**src/design/motion_cfg_pkg.sv**
```systemverilog
// Shared constants and types for the motion sensor configuration block
package motion_cfg_pkg;
	// ------------------------------------------------------------
	// Register offsets
	// ------------------------------------------------------------
	localparam logic [7:0] LOW_POWER_MODE_CONFIG_ADDR = 8'h1E;
	localparam logic [7:0] MOTION_WAKE_THRESHOLD_ADDR = 8'h1F;
	localparam logic [7:0] QUEUE_SOURCE_ENABLE_ADDR = 8'h23;
	localparam logic [7:0] FRAME_SYNC_IRQ_STATUS_ADDR = 8'h36;

	// ------------------------------------------------------------
	// Field positions and reset values
	// ------------------------------------------------------------
	localparam int GYRO_CYCLE_BIT = 7;
	localparam int GYRO_AVG_MSB = 6;
	localparam int GYRO_AVG_LSB = 4;
	localparam int WAKE_RATE_MSB = 3;
	localparam int TEMP_QUEUE_BIT = 7;
	localparam int GYRO_X_QUEUE_BIT = 6;
	localparam int GYRO_Y_QUEUE_BIT = 5;
	localparam int GYRO_Z_QUEUE_BIT = 4;
	localparam int ACCEL_QUEUE_BIT = 3;
	localparam int FRAME_SYNC_FLAG_BIT = 7;
	localparam logic [7:0] QUEUE_ENABLE_MASK = 8'hF8;
	localparam logic [7:0] FRAME_SYNC_STATUS_MASK = 8'h80;
	localparam logic [7:0] LOW_POWER_RESET = 8'h00;
	localparam logic [7:0] THRESHOLD_RESET = 8'h00;
	localparam logic [7:0] QUEUE_ENABLE_RESET = 8'h00;
	localparam logic [3:0] WAKE_RATE_MIN = 4'h4;
	localparam logic [3:0] WAKE_RATE_MAX = 4'hB;
	localparam logic [3:0] WAKE_RATE_RESET = 4'h4;
	localparam logic [3:0] SAMPLE_SLOTS = 4'hE;
	localparam logic [3:0] SLOT_ACCEL_END = 4'h6;
	localparam logic [3:0] SLOT_TEMP_END = 4'h8;
	localparam logic [3:0] SLOT_GYRO_X_END = 4'hA;
	localparam logic [3:0] SLOT_GYRO_Y_END = 4'hC;

	// ------------------------------------------------------------
	// Types
	// ------------------------------------------------------------
	typedef struct packed {
		logic [15:0] accel_x;
		logic [15:0] accel_y;
		logic [15:0] accel_z;
		logic [15:0] temp;
		logic [15:0] gyro_x;
		logic [15:0] gyro_y;
		logic [15:0] gyro_z;
	} sensor_sample_t;

	typedef struct packed {
		logic [7:0] addr;
		logic wr;
		logic rd;
		logic [7:0] wdata;
	} reg_req_t;

	typedef enum logic [1:0] {
		ST_IDLE = 2'b01,
		ST_SEND = 2'b10
	} queue_state_t;
endpackage

```
**src/design/motion_cfg.sv**
```systemverilog
// Low-power, motion-wake, queue-enable and frame-sync logic of the motion sensor
//
// Behaviour
// (RULE1) Gyro duty-cycle bit 7 duty-cycles gyro or 6-axis path; resets to zero.
// (RULE2) Three-bit gyro averaging select at bits 6:4, reset zero, used during duty-cycling.
// (RULE3) Averaging codes 0..7 give 1,2,4,...,128 samples.
// (RULE4) During gyro duty-cycling the normal low-pass setting is ignored.
// (RULE5) Wake rate codes 4..11 give 3.9 Hz doubling to 500 Hz; others reserved.
// (RULE6) Wake rate applies only with gyro off and accel duty-cycle set.
// (RULE7) Eight-bit read/write wake threshold compared by the wake-on-motion check.
// (RULE8) One threshold count is 4 mg regardless of full scale.
// (RULE9) Temperature queue enable pushes temperature high then low each sample tick; a tick that arrives during a burst is dropped here.
// (RULE10) Gyro X, Y, Z enables each push that axis high and low bytes.
// (RULE11) Enabled sources are queued even when their data path is in standby.
// (RULE12) Accel queue enable pushes six accel bytes, high then low per axis.
// (RULE13) Frame-sync flag is set by hardware on each frame-sync interrupt.
// (RULE14) Reading the frame-sync status register clears the flag.
// (RULE15) Host turns gyro off and sets accel duty-cycle for wake mode.
// (RULE16) Sample tick is the filter rate divided by one plus divider.
// (RULE17) Frame-sync irq enable lets pin transition to active level raise interrupt.
// (RULE18) Bytes of one tick go out in ascending register order, high first.
// (RULE19) Reserved bits read zero and writes to them are dropped.
// (RULE20) Reserved wake rate codes are ignored; previous valid rate is kept.
`timescale 1ns/1ns
`default_nettype none
module motion_cfg
	import motion_cfg_pkg::*;
(
	input wire logic ref_clk_i,
	input wire logic sys_rst_i,
	input wire reg_req_t reg_req_i,
	output logic [7:0] reg_rdata_o,
	input wire logic [2:0] gyro_lowpass_sel_i,
	input wire logic gyro_off_i,
	input wire logic accel_cycle_i,
	input wire logic [7:0] accel_delta_i,
	output logic gyro_duty_cycle_o,
	output logic [7:0] gyro_avg_samples_o,
	output logic [2:0] gyro_lowpass_eff_o,
	output logic motion_wake_active_o,
	output logic [3:0] motion_wake_rate_sel_o,
	output logic [2:0] motion_wake_rate_shift_o,
	output logic motion_wake_hit_o,
	input wire logic filter_tick_i,
	input wire logic [7:0] sample_rate_divider_i,
	input wire sensor_sample_t sample_i,
	output logic sample_tick_o,
	output logic queue_wr_o,
	output logic [7:0] queue_data_o,
	input wire logic frame_sync_input_i,
	input wire logic frame_sync_irq_en_i,
	input wire logic frame_sync_active_low_i,
	output logic frame_sync_flag_o
);
	// ------------------------------------------------------------
	// Helpers
	// ------------------------------------------------------------
	function automatic logic slot_enabled(input logic [3:0] slot, input logic [7:0] en);
		logic res;
		res = en[GYRO_Z_QUEUE_BIT];
		if (slot < SLOT_ACCEL_END) begin
			res = en[ACCEL_QUEUE_BIT];
		end else if (slot < SLOT_TEMP_END) begin
			res = en[TEMP_QUEUE_BIT];
		end else if (slot < SLOT_GYRO_X_END) begin
			res = en[GYRO_X_QUEUE_BIT];
		end else if (slot < SLOT_GYRO_Y_END) begin
			res = en[GYRO_Y_QUEUE_BIT];
		end
		return res;
	endfunction

	function automatic logic rate_valid(input logic [3:0] code);
		return (code >= WAKE_RATE_MIN) && (code <= WAKE_RATE_MAX);
	endfunction

	// ------------------------------------------------------------
	// Register file
	// ------------------------------------------------------------
	logic [7:0] lp_cfg_r, lp_cfg_nxt;
	logic [7:0] thr_r, thr_nxt;
	logic [7:0] qen_r, qen_nxt;
	logic fs_flag_r, fs_flag_nxt;
	logic [7:0] rdata_r, rdata_nxt;
	logic [3:0] wake_rate_r, wake_rate_nxt;
	logic fs_evt;

	always_comb begin
		lp_cfg_nxt = lp_cfg_r;
		thr_nxt = thr_r;
		qen_nxt = qen_r;
		rdata_nxt = 8'h00;
		fs_flag_nxt = fs_flag_r;
		wake_rate_nxt = wake_rate_r;
		if (reg_req_i.wr) begin
			case (reg_req_i.addr)
				LOW_POWER_MODE_CONFIG_ADDR: lp_cfg_nxt = reg_req_i.wdata; // [RULE1] [RULE2]
				MOTION_WAKE_THRESHOLD_ADDR: thr_nxt = reg_req_i.wdata; // [RULE7]
				QUEUE_SOURCE_ENABLE_ADDR: qen_nxt = reg_req_i.wdata & QUEUE_ENABLE_MASK; // [RULE19]
				default: ;
			endcase
		end
		if (reg_req_i.rd) begin
			case (reg_req_i.addr)
				LOW_POWER_MODE_CONFIG_ADDR: rdata_nxt = lp_cfg_r;
				MOTION_WAKE_THRESHOLD_ADDR: rdata_nxt = thr_r;
				QUEUE_SOURCE_ENABLE_ADDR: rdata_nxt = qen_r;
				FRAME_SYNC_IRQ_STATUS_ADDR: begin
					rdata_nxt = {fs_flag_r, 7'h00} & FRAME_SYNC_STATUS_MASK; // [RULE19]
					fs_flag_nxt = 1'b0; // [RULE14]
				end
				default: rdata_nxt = 8'h00;
			endcase
		end
		// Set beats the read clear so no pin event is lost
		if (fs_evt) begin
			fs_flag_nxt = 1'b1; // [RULE13]
		end
		// Reserved codes never reach the sampling logic
		if (gyro_off_i && accel_cycle_i && rate_valid(lp_cfg_r[WAKE_RATE_MSB:0])) begin
			wake_rate_nxt = lp_cfg_r[WAKE_RATE_MSB:0]; // [RULE6] [RULE20] [RULE15]
		end
	end

	always_ff @(posedge ref_clk_i or posedge sys_rst_i) begin
		if (sys_rst_i) begin
			lp_cfg_r <= LOW_POWER_RESET;
			thr_r <= THRESHOLD_RESET;
			qen_r <= QUEUE_ENABLE_RESET;
			fs_flag_r <= 1'b0;
			rdata_r <= 8'h00;
			wake_rate_r <= WAKE_RATE_RESET;
		end else begin
			lp_cfg_r <= lp_cfg_nxt;
			thr_r <= thr_nxt;
			qen_r <= qen_nxt;
			fs_flag_r <= fs_flag_nxt;
			rdata_r <= rdata_nxt;
			wake_rate_r <= wake_rate_nxt;
		end
	end

	// ------------------------------------------------------------
	// Gyro duty-cycling and motion wake
	// ------------------------------------------------------------
	assign gyro_duty_cycle_o = lp_cfg_r[GYRO_CYCLE_BIT]; // [RULE1]
	assign gyro_avg_samples_o = 8'h01 << lp_cfg_r[GYRO_AVG_MSB:GYRO_AVG_LSB]; // [RULE3]
	assign gyro_lowpass_eff_o = lp_cfg_r[GYRO_CYCLE_BIT] ? 3'h0 : gyro_lowpass_sel_i; // [RULE4]
	assign motion_wake_active_o = gyro_off_i && accel_cycle_i; // [RULE6]
	assign motion_wake_rate_sel_o = wake_rate_r;
	// Each step above the lowest code doubles 3.9 Hz
	assign motion_wake_rate_shift_o = 3'(wake_rate_r - WAKE_RATE_MIN); // [RULE5]
	// Delta arrives in 4 mg units, so no full-scale scaling here
	assign motion_wake_hit_o = motion_wake_active_o && (accel_delta_i > thr_r); // [RULE7] [RULE8]
	assign reg_rdata_o = rdata_r;

	// ------------------------------------------------------------
	// Sample-rate divider
	// ------------------------------------------------------------
	logic [7:0] div_cnt_r, div_cnt_nxt;
	logic tick_r, tick_nxt;

	always_comb begin
		div_cnt_nxt = div_cnt_r;
		tick_nxt = 1'b0;
		if (filter_tick_i) begin
			if (div_cnt_r >= sample_rate_divider_i) begin
				div_cnt_nxt = 8'h00; // [RULE16]
				tick_nxt = 1'b1;
			end else begin
				div_cnt_nxt = div_cnt_r + 8'h01;
			end
		end
	end

	always_ff @(posedge ref_clk_i or posedge sys_rst_i) begin
		if (sys_rst_i) begin
			div_cnt_r <= 8'h00;
			tick_r <= 1'b0;
		end else begin
			div_cnt_r <= div_cnt_nxt;
			tick_r <= tick_nxt;
		end
	end

	assign sample_tick_o = tick_r;

	// ------------------------------------------------------------
	// Queue writer
	// ------------------------------------------------------------
	queue_state_t qst_r, qst_nxt;
	logic [3:0] slot_r, slot_nxt;
	logic [7:0] qen_snap_r, qen_snap_nxt;
	sensor_sample_t snap_r, snap_nxt;
	logic wr_r, wr_nxt;
	logic [7:0] qdata_r, qdata_nxt;

	always_comb begin
		qst_nxt = qst_r;
		slot_nxt = slot_r;
		qen_snap_nxt = qen_snap_r;
		snap_nxt = snap_r;
		wr_nxt = 1'b0;
		qdata_nxt = qdata_r;
		case (qst_r)
			ST_IDLE: begin
				// No standby gating: enabled sources always go out
				if (tick_r && (qen_r != 8'h00)) begin
					snap_nxt = sample_i; // [RULE11]
					qen_snap_nxt = qen_r;
					slot_nxt = 4'h0;
					qst_nxt = ST_SEND;
				end
			end
			ST_SEND: begin
				// Slots follow output register order, high byte first
				wr_nxt = slot_enabled(slot_r, qen_snap_r); // [RULE9] [RULE10] [RULE12]
				qdata_nxt = snap_r[8'd111 - {slot_r, 3'h0} -: 8]; // [RULE18]
				slot_nxt = slot_r + 4'h1;
				if (slot_r == SAMPLE_SLOTS - 4'h1) begin
					qst_nxt = ST_IDLE;
				end
			end
			default: qst_nxt = ST_IDLE;
		endcase
	end

	always_ff @(posedge ref_clk_i or posedge sys_rst_i) begin
		if (sys_rst_i) begin
			qst_r <= ST_IDLE;
			slot_r <= 4'h0;
			qen_snap_r <= 8'h00;
			snap_r <= '0;
			wr_r <= 1'b0;
			qdata_r <= 8'h00;
		end else begin
			qst_r <= qst_nxt;
			slot_r <= slot_nxt;
			qen_snap_r <= qen_snap_nxt;
			snap_r <= snap_nxt;
			wr_r <= wr_nxt;
			qdata_r <= qdata_nxt;
		end
	end

	assign queue_wr_o = wr_r;
	assign queue_data_o = qdata_r;

	// ------------------------------------------------------------
	// Frame-sync pin
	// ------------------------------------------------------------
	logic fs_s1_r, fs_s2_r, fs_s3_r, fs_lvl_r, fs_lvl_nxt;
	always_comb begin
		fs_lvl_nxt = fs_lvl_r;
		if (fs_s2_r == fs_s3_r) begin
			fs_lvl_nxt = fs_s3_r;
		end
	end
	// Edge counted only into the configured active level
	assign fs_evt = frame_sync_irq_en_i && (fs_lvl_nxt != fs_lvl_r)
		&& (fs_lvl_nxt == !frame_sync_active_low_i); // [RULE17]
	always_ff @(posedge ref_clk_i or posedge sys_rst_i) begin
		if (sys_rst_i) begin
			fs_s1_r <= 1'b0;
			fs_s2_r <= 1'b0;
			fs_s3_r <= 1'b0;
			fs_lvl_r <= 1'b0;
		end else begin
			fs_s1_r <= frame_sync_input_i;
			fs_s2_r <= fs_s1_r;
			fs_s3_r <= fs_s2_r;
			fs_lvl_r <= fs_lvl_nxt;
		end
	end

	assign frame_sync_flag_o = fs_flag_r;

	// ------------------------------------------------------------
	// Assertions
	// ------------------------------------------------------------
	property p_fs_set;
		@(posedge ref_clk_i) disable iff (sys_rst_i) fs_evt |=> fs_flag_r;
	endproperty
	a_fs_set: assert property (p_fs_set) else $error("frame-sync flag not set"); // [RULE13]
	property p_fs_clear;
		@(posedge ref_clk_i) disable iff (sys_rst_i)
		(reg_req_i.rd && reg_req_i.addr == FRAME_SYNC_IRQ_STATUS_ADDR && !fs_evt) |=> !fs_flag_r;
	endproperty
	a_fs_clear: assert property (p_fs_clear) else $error("read did not clear flag"); // [RULE14]
	property p_fs_read;
		@(posedge ref_clk_i) disable iff (sys_rst_i)
		(reg_req_i.rd && reg_req_i.addr == FRAME_SYNC_IRQ_STATUS_ADDR)
		|=> reg_rdata_o == {$past(fs_flag_r), 7'h00};
	endproperty
	a_fs_read: assert property (p_fs_read) else $error("status read wrong"); // [RULE19]
	property p_fs_noirq;
		@(posedge ref_clk_i) disable iff (sys_rst_i)
		(!frame_sync_irq_en_i && !fs_flag_r) |=> !fs_flag_r;
	endproperty
	a_fs_noirq: assert property (p_fs_noirq) else $error("flag set while disabled"); // [RULE17]
	property p_lowpass;
		@(posedge ref_clk_i) disable iff (sys_rst_i)
		gyro_duty_cycle_o |-> gyro_lowpass_eff_o == 3'h0;
	endproperty
	a_lowpass: assert property (p_lowpass) else $error("low-pass used while cycling"); // [RULE4]
	property p_rate_valid;
		@(posedge ref_clk_i) disable iff (sys_rst_i)
		rate_valid(motion_wake_rate_sel_o);
	endproperty
	a_rate_valid: assert property (p_rate_valid) else $error("reserved rate in use"); // [RULE20]
	property p_rate_hold;
		@(posedge ref_clk_i) disable iff (sys_rst_i)
		!(gyro_off_i && accel_cycle_i) |=> $stable(motion_wake_rate_sel_o);
	endproperty
	a_rate_hold: assert property (p_rate_hold) else $error("rate changed outside wake"); // [RULE6]
	property p_qen_mask;
		@(posedge ref_clk_i) disable iff (sys_rst_i)
		(reg_req_i.wr && reg_req_i.addr == QUEUE_SOURCE_ENABLE_ADDR)
		##1 (reg_req_i.rd && reg_req_i.addr == QUEUE_SOURCE_ENABLE_ADDR && !reg_req_i.wr)
		|=> reg_rdata_o == ($past(reg_req_i.wdata, 2) & QUEUE_ENABLE_MASK);
	endproperty
	a_qen_mask: assert property (p_qen_mask) else $error("queue enable readback"); // [RULE19]
	property p_accel_burst;
		@(posedge ref_clk_i) disable iff (sys_rst_i)
		(qst_r == ST_IDLE && tick_r && qen_r == 8'h08) |=> ##1 queue_wr_o [*6] ##1 !queue_wr_o;
	endproperty
	a_accel_burst: assert property (p_accel_burst) else $error("accel burst length"); // [RULE12]
	property p_tick_div;
		@(posedge ref_clk_i) disable iff (sys_rst_i)
		sample_tick_o |-> $past(filter_tick_i) && $past(div_cnt_r) >= $past(sample_rate_divider_i);
	endproperty
	a_tick_div: assert property (p_tick_div) else $error("tick without divider wrap"); // [RULE16]
	c_fs_event: cover property (@(posedge ref_clk_i) disable iff (sys_rst_i) fs_evt);
	c_burst: cover property (@(posedge ref_clk_i) disable iff (sys_rst_i) queue_wr_o [*2]);
	c_wake_hit: cover property (@(posedge ref_clk_i) disable iff (sys_rst_i) motion_wake_hit_o);
	c_set_and_clear: cover property (@(posedge ref_clk_i) disable iff (sys_rst_i)
		fs_evt && reg_req_i.rd && reg_req_i.addr == FRAME_SYNC_IRQ_STATUS_ADDR);
endmodule
`default_nettype wire

```
**config.mk**
```make
export PLATFORM = sky130hd
export DESIGN_NAME = motion_cfg
export DESIGN_NICKNAME = d
export VERILOG_FILES = /design/src/design/motion_cfg_pkg.sv /design/src/design/motion_cfg.sv
export SDC_FILE = /design/constraint.sdc
export NUM_CORES = 1
export LEC_CHECK = 0
export ABC_AREA = 1
export BUFFER_PORTS_ARGS = -buffer_cell sky130_fd_sc_hd__buf_2
export CAP_MARGIN = 25
export CORE_UTILIZATION = 45
export DETAILED_ROUTE_END_ITERATION = 7
export GPL_TIMING_DRIVEN = 0
export PLACE_DENSITY = 0.67
export SYNTH_ARGS = -nofsm -noshare
export SYNTH_HDL_FRONTEND = slang
export SYNTH_SLANG_ARGS = --single-unit
```
**constraint.sdc**
```tcl
create_clock -name ref_clk_i -period 6.58 [get_ports ref_clk_i]
set_clock_uncertainty 0.05 [all_clocks]
set_input_delay 1.316 -clock ref_clk_i [delete_from_list [all_inputs] [get_ports ref_clk_i]]
set_output_delay 1.316 -clock ref_clk_i [all_outputs]
set_load 0.03 [all_outputs]
```
# Yosys cells after proc, flatten, opt, wreduce, memory -nomap -nowiden
# Cells that the tools add are included.
[op_classes]
addsub = 4
n_mul = 0
div_mod_pow = 0
magnitude_cmp = 8
eq_ne = 12
shifts = 2
n_mux = 20
bitwise_logic = 0
n_reduce_logical = 19
[op_table]
columns = ["cell", "n"]
rows = [
  ["$shiftx 119x9->8", 1],
  ["$pmux 8 s4", 1],
  ["$eq 8x5->1 const B", 2],
  ["$eq 8x6->1 const B", 2],
  ["$mux 8", 2],
  ["$reduce_and 2->1", 7],
  ["$lt 4x4->1 const B", 3],
  ["$mux 1", 11],
  ["$add 8x1->8 const B", 1],
  ["$ge 8x8->1", 1],
  ["$gt 8x8->1", 1],
  ["$pmux 4 s2", 1],
  ["$reduce_bool 8->1", 1],
  ["$shl 1x3->8 const A", 1],
  ["$sub 7x7->8 const A", 1],
  ["$logic_and 1x1->1", 7],
  ["$reduce_bool 2->1", 3],
  ["$add 4x1->4 const B", 1],
  ["$eq 4x4->1 const B", 1],
  ["$ge 4x3->1 const B", 1],
  ["$le 4x4->1 const B", 1],
  ["$lt 4x3->1 const B", 1],
  ["$mux 2", 2],
  ["$mux 4", 1],
  ["other kinds (9)", 11],
]
[totals]
ff_bits = 179
latchBits = 0
mem_bits_rw = 0
mem_bits_ro = 0
inputBits = 157
memories = 0

# Depth between registers and ports, before layout
# Gate-level depths: netlist (run 1).
[logic_depth]
depth_word = 7
mapped_depth = 11
ltp_nobuf = 10

# Worst setup path after synthesis (run 1)
# Ideal clock, no wire load.
[synth_timing]
path_kind = "input -> output"
start = "input accel_delta_i[7]"
end = "output motion_wake_hit_o"
t_arrival_ns = 2.352
required_ns = 5.214
path_slack_ns = 2.862
path_stages = 6
path_buffers = 0
path_cell_list = "ha_1 nand3_1 nor3_1 nand3_1 nand2_1 a21oi_1"
[synth_between]
elab_chain_cells = 2
[synth_rtl]
columns = ["element", "line_no", "rtl"]
rows = [
  ["start, declared", "motion_cfg.sv:36", "input wire logic [7:0] accel_delta_i,"],
  ["$gt 8x8->1", "motion_cfg.sv:154", "assign motion_wake_hit_o = motion_wake_active_o && (accel_delta_i > thr_r);"],
  ["$logic_and 1x1->1", "motion_cfg.sv:154", ""],
  ["end, declared", "motion_cfg.sv:43", "output logic motion_wake_hit_o,"],
]
# No other way between the ends.

# Final worst setup path (run 1)
# Ends and elaborated chain as after synthesis.

==> results of run 1 <==
## routing by layer
metal,vias up,wire (µm)
met5,-,0
met4,0,286
met3,24,1200
met2,210,10100
met1,3610,10700
li1,4037,-
## cell type report
type / count / area share
buffer: 50 / 0.0226
clock buffer: 21 / 0.0417
clock inverter: 11 / 0.0118
inverter: 133 / 0.0470
multi-input combinational: 796 / 0.339
sequential: 179 / 0.415
tap: 265 / 0.0307
timing repair buffer: 197 / 0.0933
## through the flow
stage | setup TNS [ns] | setup WS (ns) | hold WS (ns)
2_1_floorplan | 0 | 0.359 | 0.281
3_3_place_gp | -302.38 | -1.72 | 0.284
3_5_place_dp | 0 | 2.84 | 0.290
4_1_cts | 0 | 2.83 | 0.312
5_1_grt | 0 | 2.71 | 0.323
6_report | 0 | 2.84 | 0.306
## path summary, 6_finish.rpt
| path | cells past startpoint | from | slack [ns] | end |
|---|---|---|---|---|
| max in group asynchronous | 3 | sys_rst_i | 4.69 | snap_r[58] |
| worst min-delay path | 0 | fs_s1_r | 0.31 | fs_s2_r |
| worst max-delay path | 8 | accel_delta_i[7] | 2.84 | motion_wake_hit_o |
| min in group asynchronous | 2 | sys_rst_i | 0.91 | snap_r[77] |
| worst max register to register | 9 | slot_r[2] | 4.39 | queue_data_o[2] |
| worst min register to register | 0 | fs_s1_r | 0.31 | fs_s2_r |
## cells by family (layout without fill, tap and decap cells)
logic type                 after synthesis  after routing  synth area share
AOI/OAI and AO/OA                      107            107            0.0696
xor gates and xnor gates                 5              5           0.00577
adders and majority gates               22             22            0.0307
buffers and inverters                  183            412            0.0838
DFF                                    179            179             0.504
and+or+nand+nor                        662            662             0.306
## flip-flops by register name, summed over array words and instances, names as in the netlist
name / flops
motion_wake_rate_sel_o: 4
thr_r: 8
sample_tick_o: 1
queue_wr_o: 1
fs_lvl_r: 1
fs_s1_r: 1
frame_sync_flag_o: 1
div_cnt_r: 8
snap_r: 112
reg_rdata_o: 8
queue_data_o: 8
qen_snap_r: 5
fs_s2_r: 1
qst_r: 2
slot_r: 4
lp_cfg_r: 8
qen_r: 5
fs_s3_r: 1
## cells in the final DEF, fill, tap and decap left out, types with 4 or more instances in the layout
master	n
inv_1	127
o21ai_2	16
dfrtp_1	177
nor3_1	9
o22ai_1	4
nand3_1	100
o21ai_1	13
clkbuf_16	17
clkbuf_1	22
o21ai_0	57
nand2_4	4
ha_1	21
buf_2	220
nor2_1	43
inv_2	4
a21oi_1	11
nand4_1	7
nand2_1	488
nand2_2	4
## power by group
group | switching (mW) | leakage [nW] | total, mW | internal [mW]
Clock | 0.430 | 0.274 | 1.00 | 0.572
Combinational | 0.759 | 3.45 | 1.20 | 0.438
Sequential | 0.205 | 2.21 | 1.72 | 1.52
Total | 1.39 | 5.93 | 3.92 | 2.53
==> impl_results.md, run 1 <==
- Outcome: complete, no violations
- EDFF count, synth: 0
- Detailed Routing Iterations Pass 1: 5
- Sequential share of the synthesized area: 0.504
- Port bufs: 196
- Post-Syn Instances: 1158
- Slowest stage delay, CP: 0.30 ns
- Starting Density: 0.458
- Crit Path Max Fanout: 3
- CP Buf/Inv Count: 2
- Area contributors post-synth: dfrtp_1 (50%), nand2_1 (21%), nand3_1 (5.6%)
- Worst Hold Class: flip-flop to flip-flop
- Grt met1 use: 0.327
- ANT cells: 0
- Met2 Usage GRT: 0.359
- Vias: 7881
- Yosys top cell by area: dfrtp_1
- Fin nets: 1552
- Antenna Violating Nets Remaining: 0
- Clock Tree Root: clkbuf_16
- Worst slew pin tran: 0.605 ns
- Dpl cells: 1620
- Largest net degree at the start of global routing: 102
- Total setup violations reported at the end of the flow: 0
- Setup crit start kind: primary input
- Vias per std cell: 4.77
- DR WL/cell: 13.5 µm
- Busiest grt layer: met2
- Clk sinks: 179
- Syn Area/Cell: 7.67 µm²
- Static leakage: 5.93 nW
- CP cell instances: buf_2, ha_1, nand3_1, nor3_1, nand3_1, nand2_1, a21oi_1, buf_2
- Period utilization: 0.569
- Die Wd: 143 µm
- Post-Syn Area: 8890 µm²
- Initial drt markers: 587
- Power density over cell area: 363 nW/µm²
- Ports: 197
- Most frequent cells after synthesis: nand2_1 (488), dfrtp_1 (177), inv_1 (128)
- WS Path Type: primary input to primary output
- Final Instance Count excl. Fillers: 1652
- Syn_nets: 1336
- Num CTS Buffers: 17
- Routed WL: 22300 µm
- Maximum VDD drop: 0.190 mV
- # Max-Cap Violations: 0
- CTS Buffer Depth: 2
- Clock-pin slew on the worst setup and hold paths: 0.06 ns
- Count of cell types in the netlist: 37
- Fin. max-slew vios: 0
- Htree depth: 4
- Share of layout cells above drive strength 1: 0.211
- GRT met3 Usage: 0.0458
- Ys flop type: dfrtp_1
- First-pass GRT wire length: 35800 µm
- Final Hold Vio Count: 0
- Top-count cell post-synth: nand2_1
- Synth top area share: 0.498
- Drt drc: 0
- Multi-input logic area: 3660 µm²
- Initial antenna violation count: 0
- Largest delay share family, worst path: simple AND/OR/NAND/NOR gates
- Required @ worst endpoint: 5.21 ns
- Die H: 143 µm
- #FFs+latches synth: 179
- Vias in the first global route: 7174
- Core Util, Final: 0.557
- Area after DPL: 10200 µm²
- Layout fillers: 1926
- Critical Path End Type: primary output
- Headroom to the max-slew limit: 0.596
- Post-CTS sizing: 0
- RSZ-0062 raised after global routing: false
- Tmin final: 3.74 ns
- Die area: 20300 µm²
- Fmax: 0.267 GHz
- Num rows: 51
- Synth async-reset ratio: 1.00
- Core Region: 19400 µm²
- Register Area: 4480 µm²
- Detailed Place HPWL: 16500 µm
- Setup Buffers After CTS: 0
- CTS tree: yes
- Hold-fix buffers, CTS: 0
- Synthesis-to-layout area growth: 21.7%
- Tot GR Track Use: 0.230
- Max stage delay cell, worst path: ha_1
- Post-layout total power: 3.92 mW
- Cell area after layout: 10800 µm²
- Grt total ovfl: 0
- Synth warn: 0
- Worst EP arrival: 2.38 ns
- RD Place Congestion: 0.832
- Clock latency on the worst-skew pair: 0.43 ns
(Power assumes the default switching activity.)
==> run 2, diff against run 1 <==
--- a/config.mk
+++ b/config.mk
@@ -5,7 +5,7 @@
 export SDC_FILE = /design/constraint.sdc
 export NUM_CORES = 1
 export LEC_CHECK = 0
-export ABC_AREA = 1
+export ABC_AREA = 0
 export BUFFER_PORTS_ARGS = -buffer_cell sky130_fd_sc_hd__buf_2
 export CAP_MARGIN = 25
 export CORE_UTILIZATION = 45
==> constraint.sdc (replaced) <==
create_clock -name ref_clk_i -period 3.1 [get_ports ref_clk_i]
set_clock_uncertainty 0.05 [all_clocks]
set_input_delay 0.62 -clock ref_clk_i [delete_from_list [all_inputs] [get_ports ref_clk_i]]
set_output_delay 0.62 -clock ref_clk_i [all_outputs]
set_load 0.03 [all_outputs]
==> run 2 against run 1 <==
Effect of this change:
- final cell count down 33%
- synthesized cell count down 45%
- first-iteration DRC count down 52%
==> impl_results.md, run 2 <==
- Post-Syn Area: 8480 µm² (was 8890 µm²)
- Setup crit start kind: flip-flop (was primary input)
- Clock Tree Root: clkbuf_16 (unchanged)
- CP cell instances: ha_1, buf_2, clkbuf_1, mux4_2, nand2_1, nand3_1, a32o_1 (was buf_2, ha_1, nand3_1, nor3_1, nand3_1, nand2_1, a21oi_1, buf_2)
- CTS tree: yes (unchanged)
- Yosys top cell by area: dfrtp_1 (unchanged)
- Syn_nets: 816 (was 1336)
- Die Wd: 139 µm (was 143 µm)
- Synth Area in XOR/XNOR: 0.00826 (was 0.00577)
- #FFs+latches synth: 179 (unchanged)
- EDFF count, synth: 0 (unchanged)
- Most frequent cells in the layout: buf_2 (207), dfrtp_1 (177), mux2_2 (77) (was nand2_1 (488), buf_2 (220), dfrtp_1 (177))
- Largest family of logic cells by synthesized area: multiplexers (was simple AND/OR/NAND/NOR gates)
- Synth Area in Simple Gates: 0.0742 (was 0.306)
- Share of layout cells above drive strength 1: 0.417 (was 0.211)
- Worst r2r dst: queue_data_o[5] (was queue_data_o[2])
- Antenna Violating Nets Remaining: 0 (unchanged)
- Synth async-reset ratio: 1.00 (unchanged)
- Num CTS Buffers: 17 (unchanged)
- Post-CTS sizing: 0 (unchanged)
- Routed WL: 19700 µm (was 22300 µm)
- Maximum VDD drop: 0.393 mV (was 0.190 mV)
- Core Region: 18200 µm² (was 19400 µm²)
- Period utilization: 0.905
- Die H: 139 µm (was 143 µm)
- Port bufs: 196 (unchanged)
- RSZ-0062 raised after global routing: false (unchanged)
- Largest Register: snap_r (unchanged)
- Clock-pin slew on the worst setup and hold paths: 0.07 ns (was 0.06 ns)
- Num rows: 49 (was 51)
- CTS Buffer Depth: 2 (unchanged)
- Drt drc: 0 (unchanged)
- First-pass GRT wire length: 32300 µm (was 35800 µm)
- Dpl cells: 1068 (was 1620)
- Htree depth: 4 (unchanged)
- Layout fillers: 1532 (was 1926)
- Compound-Gate Fraction of Synth Area: 0.0566 (was 0.0696)
- WS Path Type: flip-flop to flip-flop (was primary input to primary output)
- Critical Path End Type: flip-flop (was primary output)
- Total setup violations reported at the end of the flow: 0 (unchanged)
- Setup Buffers After CTS: 0 (unchanged)
- Clk sinks: 179 (unchanged)
- Top-count cell post-synth: dfrtp_1 (was nand2_1)
- Vias in the first global route: 6020 (was 7174)
- Detailed Place HPWL: 15200 µm (was 16500 µm)
- Ys flop type: dfrtp_1 (unchanged)
- Synth top area share: 0.522 (was 0.498)
- Tot GR Track Use: 0.218 (was 0.230)
- Max FFs per register: 112 (unchanged)
- Max stage delay cell, worst path: clkbuf_1 (was ha_1)
- Clock latency on the worst-skew pair: 0.43 ns (about the same)
- Crit Path Max Fanout: 10 (was 3)
- CP Buf/Inv Count: 2 (unchanged)
- Reg2reg setup slack: 0.30 ns (was 4.39 ns)
- DR WL/cell: 17.8 µm (was 13.5 µm)
- FF-to-FF Start: slot_r[1] (was slot_r[2])
- Fin. max-slew vios: 0 (unchanged)
- Sequential share of the synthesized area: 0.528 (was 0.504)
- Post-layout total power: 6.73 mW (was 3.92 mW)
- Setup TNS: 0 ns (unchanged)
- Worst EP arrival: 3.07 ns (was 2.38 ns)
- Most frequent cells after synthesis: dfrtp_1 (177), mux2_2 (77), mux2_1 (70) (was nand2_1 (488), dfrtp_1 (177), inv_1 (128))
- Synth Area in Adders: 0.0322 (was 0.0307)
- Vias per std cell: 5.25 (was 4.77)
- Initial antenna violation count: 6 (was 0)
- Fmax: 0.357 GHz
- Commonest non-fill, non-tap cell in the layout: buf_2 (was nand2_1)
- Synth warn: 0 (unchanged)
- Slowest stage delay, CP: 0.57 ns (was 0.30 ns)
- Ports: 197 (unchanged)
- Fin nets: 1036 (was 1552)
- Vias: 5802 (was 7881)
- Detailed Routing Iterations Pass 1: 4 (was 5)
- Initial drt markers: 282 (was 587)
- Hold-fix buffers, CTS: 0 (unchanged)
- Final Instance Count excl. Fillers: 1105 (was 1652)
- Synthesis-to-layout area growth: 23.7% (was 21.7%)
- # Max-Cap Violations: 0 (unchanged)
- Cells on worst reg2reg path: 7 (was 9)
- Starting Density: 0.466 (was 0.458)
- Required @ worst endpoint: 3.37 ns (was 5.21 ns)
- Syn Area/Cell: 13.3 µm² (was 7.67 µm²)
- Area contributors post-synth: dfrtp_1 (52%), mux2_2 (10%), mux2_1 (9.3%) (was dfrtp_1 (50%), nand2_1 (21%), nand3_1 (5.6%))
- RD Place Congestion: 0.831 (was 0.832)
- Outcome: complete, no violations (unchanged)
- Die area: 19400 µm² (was 20300 µm²)
- Largest net degree at the start of global routing: 41 (was 102)
- Setup crit start: slot_r[1] (was accel_delta_i[7])
- Worst Hold Class: primary input to async pin (was flip-flop to flip-flop)
- Count of cell types in the netlist: 54 (was 37)
- Worst slew pin tran: 0.689 ns (was 0.605 ns)
- Static leakage: 4.93 nW (was 5.93 nW)
- Tmin final: 2.80 ns
- Largest delay share family, worst path: buffers and inverters (was simple AND/OR/NAND/NOR gates)
- Power density over cell area: 641 nW/µm² (was 363 nW/µm²)
- Headroom to the max-slew limit: 0.541 (was 0.596)
- Post-Syn Instances: 638 (was 1158)
- Grt total ovfl: 0 (unchanged)
- Multiplexer share of the synthesized area: 0.262 (was 0)
- Final Hold Vio Count: 0 (unchanged)
run 2: kinds of logic (layout without fill, tap and decap cells):
group                      after synthesis  count (layout)
DFF                                    179             179
muxes                                  177             177
and+or+nand+nor                        125             125
AOI/OAI and AO/OA                       65              65
buffers and inverters                   62             295
adders and majority gates               22              22
xor gates and xnor gates                 8               8
other                                    0               5
run 2: worst max-delay path by stage:
stage                      endpoint  depth (start not counted)
finish              queue_data_o[5]                          7
global route        queue_data_o[5]                          7
CTS                 queue_data_o[5]                          7
detailed placement  queue_data_o[5]                          7
global placement         snap_r[64]                          2
floorplan              div_cnt_r[0]                          1
run 2: area by class of cell:
type / count / area (µm²) / area share
buffer: 37 / 235 / 0.0224
multi-input combinational: 397 / 3670 / 0.350
clock inverter: 14 / 201 / 0.0192
sequential: 179 / 4480 / 0.427
timing repair buffer: 201 / 1080 / 0.103
antenna: 5 / 12.5 / 0.00119
tap: 229 / 287 / 0.0273
clock buffer: 18 / 429 / 0.0409
inverter: 25 / 97.6 / 0.00930
run 2: power breakdown:
part,switching (mW),internal (mW),total [mW]
clock,0.926,1.36,2.29
combinational,0.521,0.713,1.23
sequential,0.309,2.90,3.21
run 2: through the flow:
stage	area, µm²	setup WS, ns	utilization	hold WS (ns)
finish	10500	0.296	0.576	0.145
global route	10500	0.0840	0.576	0.155
CTS	10500	0.255	0.576	0.133
detailed placement	9850	0.255	0.541	0.298
global placement	9750	-1.06	0.536	0.284
floorplan	8490	0.137	-	0.281
run 2: per-layer routing:
metal | up-vias | GRT usage | wire length [µm]
met5 | - | 0 | 10
met4 | 2 | 0.0667 | 218
met3 | 20 | 0.0592 | 1070
met2 | 140 | 0.337 | 9220
met1 | 2874 | 0.301 | 9200
li1 | 2766 | - | -
==> run 3, diff against run 2 <==
--- a/config.mk
+++ b/config.mk
@@ -6,12 +6,12 @@
 export NUM_CORES = 1
 export LEC_CHECK = 0
 export ABC_AREA = 0
-export BUFFER_PORTS_ARGS = -buffer_cell sky130_fd_sc_hd__buf_2
 export CAP_MARGIN = 25
 export CORE_UTILIZATION = 45
 export DETAILED_ROUTE_END_ITERATION = 7
+export DONT_BUFFER_PORTS = 1
 export GPL_TIMING_DRIVEN = 0
-export PLACE_DENSITY = 0.67
+export PLACE_DENSITY = 0.58
 export SYNTH_ARGS = -nofsm -noshare
 export SYNTH_HDL_FRONTEND = slang
 export SYNTH_SLANG_ARGS = --single-unit
==> run 3 against run 2 <==
Effect of this change:
- sequential power barely moved
- register-to-register slack worse by 0.06 ns
- hold slack improved by 0.031 ns
- final cell count fell by 18%
- clock power down 8%
- largest cell class unchanged
- highest routed layer unchanged
==> impl_results.md, run 3 (synthesis results as in run 2) <==
- Tmin final: 2.87 ns (was 2.80 ns)
- Final Hold Vio Count: 0 (unchanged)
- Most frequent cells in the layout: dfrtp_1 (177), mux2_2 (77), mux2_1 (70) (was buf_2 (207), dfrtp_1 (177), mux2_2 (77))
- Cell area after layout: 9460 µm² (was 10500 µm²)
- Vias per std cell: 5.72 (was 5.25)
- RSZ-0062 raised after global routing: false (unchanged)
- # Max-Cap Violations: 0 (unchanged)
- Clock latency on the worst-skew pair: 0.42 ns (was 0.43 ns)
- First-pass GRT wire length: 31800 µm (was 32300 µm)
- Num CTS Buffers: 17 (unchanged)
- GRT met3 Usage: 0.0692 (was 0.0592)
- Critical Path End Type: flip-flop (unchanged)
- Total setup violations reported at the end of the flow: 0 (unchanged)
- RD Place Congestion: 0.755 (was 0.831)
- Clock Tree Root: clkbuf_16 (unchanged)
- Hold-fix buffers, CTS: 0 (unchanged)
- Post-CTS sizing: 0 (unchanged)
- Area after DPL: 8860 µm² (was 9850 µm²)
- Die area: 19400 µm² (unchanged)
- Worst EP arrival: 3.13 ns (was 3.07 ns)
- Die Wd: 139 µm (unchanged)
- Synthesis-to-layout area growth: 11.6% (was 23.7%)
- FF-to-FF Start: slot_r[1] (unchanged)
- Fin. max-slew vios: 0 (unchanged)
- Outcome: complete, no violations (unchanged)
- Initial antenna violation count: 6 (unchanged)
- Setup crit start: slot_r[1] (unchanged)
- Required @ worst endpoint: 3.36 ns (was 3.37 ns)
- Ports: 197 (unchanged)
- Power density over cell area: 680 nW/µm² (was 641 nW/µm²)
- Clock-pin slew on the worst setup and hold paths: 0.07 ns (about the same)
- CTS Buffer Depth: 2 (unchanged)
- Core Region: 18200 µm² (unchanged)
- Static leakage: 4.09 nW (was 4.93 nW)
- Met2 Usage GRT: 0.376 (was 0.337)
- Largest Register: snap_r (unchanged)
- Fin nets: 839 (was 1036)
- Hold_sp: frame_sync_input_i
- Vias: 5192 (was 5802)
- Slowest stage delay, CP: 0.61 ns (was 0.57 ns)
- Setup TNS: 0 ns (unchanged)
- Fmax: 0.349 GHz (was 0.357 GHz)
- Worst Hold Class: primary input to flip-flop (was primary input to async pin)
- Share of layout cells above drive strength 1: 0.248 (was 0.417)
- Commonest non-fill, non-tap cell in the layout: dfrtp_1 (was buf_2)
- CTS tree: yes (unchanged)
- Die H: 139 µm (unchanged)
- Starting Density: 0.466 (unchanged)
- Routed WL: 19800 µm (was 19700 µm)
- Setup Buffers After CTS: 0 (unchanged)
- WS Path Type: flip-flop to flip-flop (unchanged)
- Vias in the first global route: 5678 (was 6020)
- Busiest grt layer: met2 (unchanged)
- Antenna Violating Nets Remaining: 0 (unchanged)
- Drt drc: 0 (unchanged)
- Crit Path Max Fanout: 10 (unchanged)
- Grt met1 use: 0.261 (was 0.301)
- Worst slew pin tran: 0.965 ns (was 0.689 ns)
- Layout fillers: 1570 (was 1532)
- Clk sinks: 179 (unchanged)
- Max FFs per register: 112 (unchanged)
- Headroom to the max-slew limit: 0.356 (was 0.541)
- DR WL/cell: 21.8 µm (was 17.8 µm)
- Htree depth: 4 (unchanged)
- Largest net degree at the start of global routing: 42 (was 41)
- Port bufs: 0 (was 196)
- CP cell instances: ha_1, buf_2, clkbuf_1, mux4_2, nand2_1, nand3_1, a32o_1 (unchanged)
- Setup crit start kind: flip-flop (unchanged)
- Maximum VDD drop: 0.396 mV (was 0.393 mV)
- Grt total ovfl: 0 (unchanged)
- Num rows: 49 (unchanged)
- Detailed Routing Iterations Pass 1: 5 (was 4)
- Detailed Place HPWL: 14800 µm (was 15200 µm)
- Tot GR Track Use: 0.217 (was 0.218)
- Max stage delay cell, worst path: clkbuf_1 (unchanged)
- Initial drt markers: 216 (was 282)
- Period utilization: 0.925 (was 0.905)
run 3: worst paths after layout:
kind	endpoint	slack, ns	cells past startpoint
max in group asynchronous	qst_r[0]	1.79	3
worst max-delay path	queue_data_o[1]	0.23	7
min in group asynchronous	snap_r[31]	0.20	1
worst min-delay path	fs_s1_r	0.18	0
worst max register to register	queue_data_o[1]	0.23	7
worst min register to register	fs_s2_r	0.30	0
run 3: through the flow:
stage | total power [mW] | setup WS [ns] | cells | utilization | hold WS [ns]
floorplan | 4.07 | 0.137 | 638 | - | 0.281
global placement | 4.29 | -0.723 | 867 | 0.482 | 0.286
detailed placement | 4.39 | 0.192 | 871 | 0.487 | 0.293
CTS | 6.50 | 0.0334 | 903 | 0.519 | 0.157
global route | 6.79 | 0.0824 | 906 | 0.519 | 0.149
finish | 6.43 | 0.232 | 908 | 0.520 | 0.175
run 3: cell type report:
cell class	instances	area, µm²	area share
flip-flops and latches	179	4480	0.474
multi-input cells	397	3680	0.389
clock buffers	22	484	0.0512
well taps	229	287	0.0303
plain buffers	37	235	0.0249
clock inverters	10	100	0.0106
inverters	25	97.6	0.0103
repair buffers	4	87.6	0.00926
diodes	5	12.5	0.00132
run 3: where the power goes:
part | switching [mW] | internal [mW]
clock | 0.896 | 1.20
combinational | 0.464 | 0.627
sequential | 0.344 | 2.90
run 3: metal layers:
| layer | up-vias | part of all wire |
|---|---|---|
| met5 | - | 0.0014 |
| met4 | 4 | 0.011 |
| met3 | 20 | 0.062 |
| met2 | 151 | 0.51 |
| met1 | 2666 | 0.42 |
| li1 | 2351 | - |
run 3: critical path, delay by kind of cell (launching register included):
kind / cells / cell delay [ns]
AO/OA/AOI/OAI: 1 / 0.28
adder cells (fa/ha/maj): 1 / 0.32
buffers and inverters: 2 / 0.92
flip-flops: 1 / 0.49
multiplexers: 1 / 0.45
AND/OR/NAND/NOR: 2 / 0.22
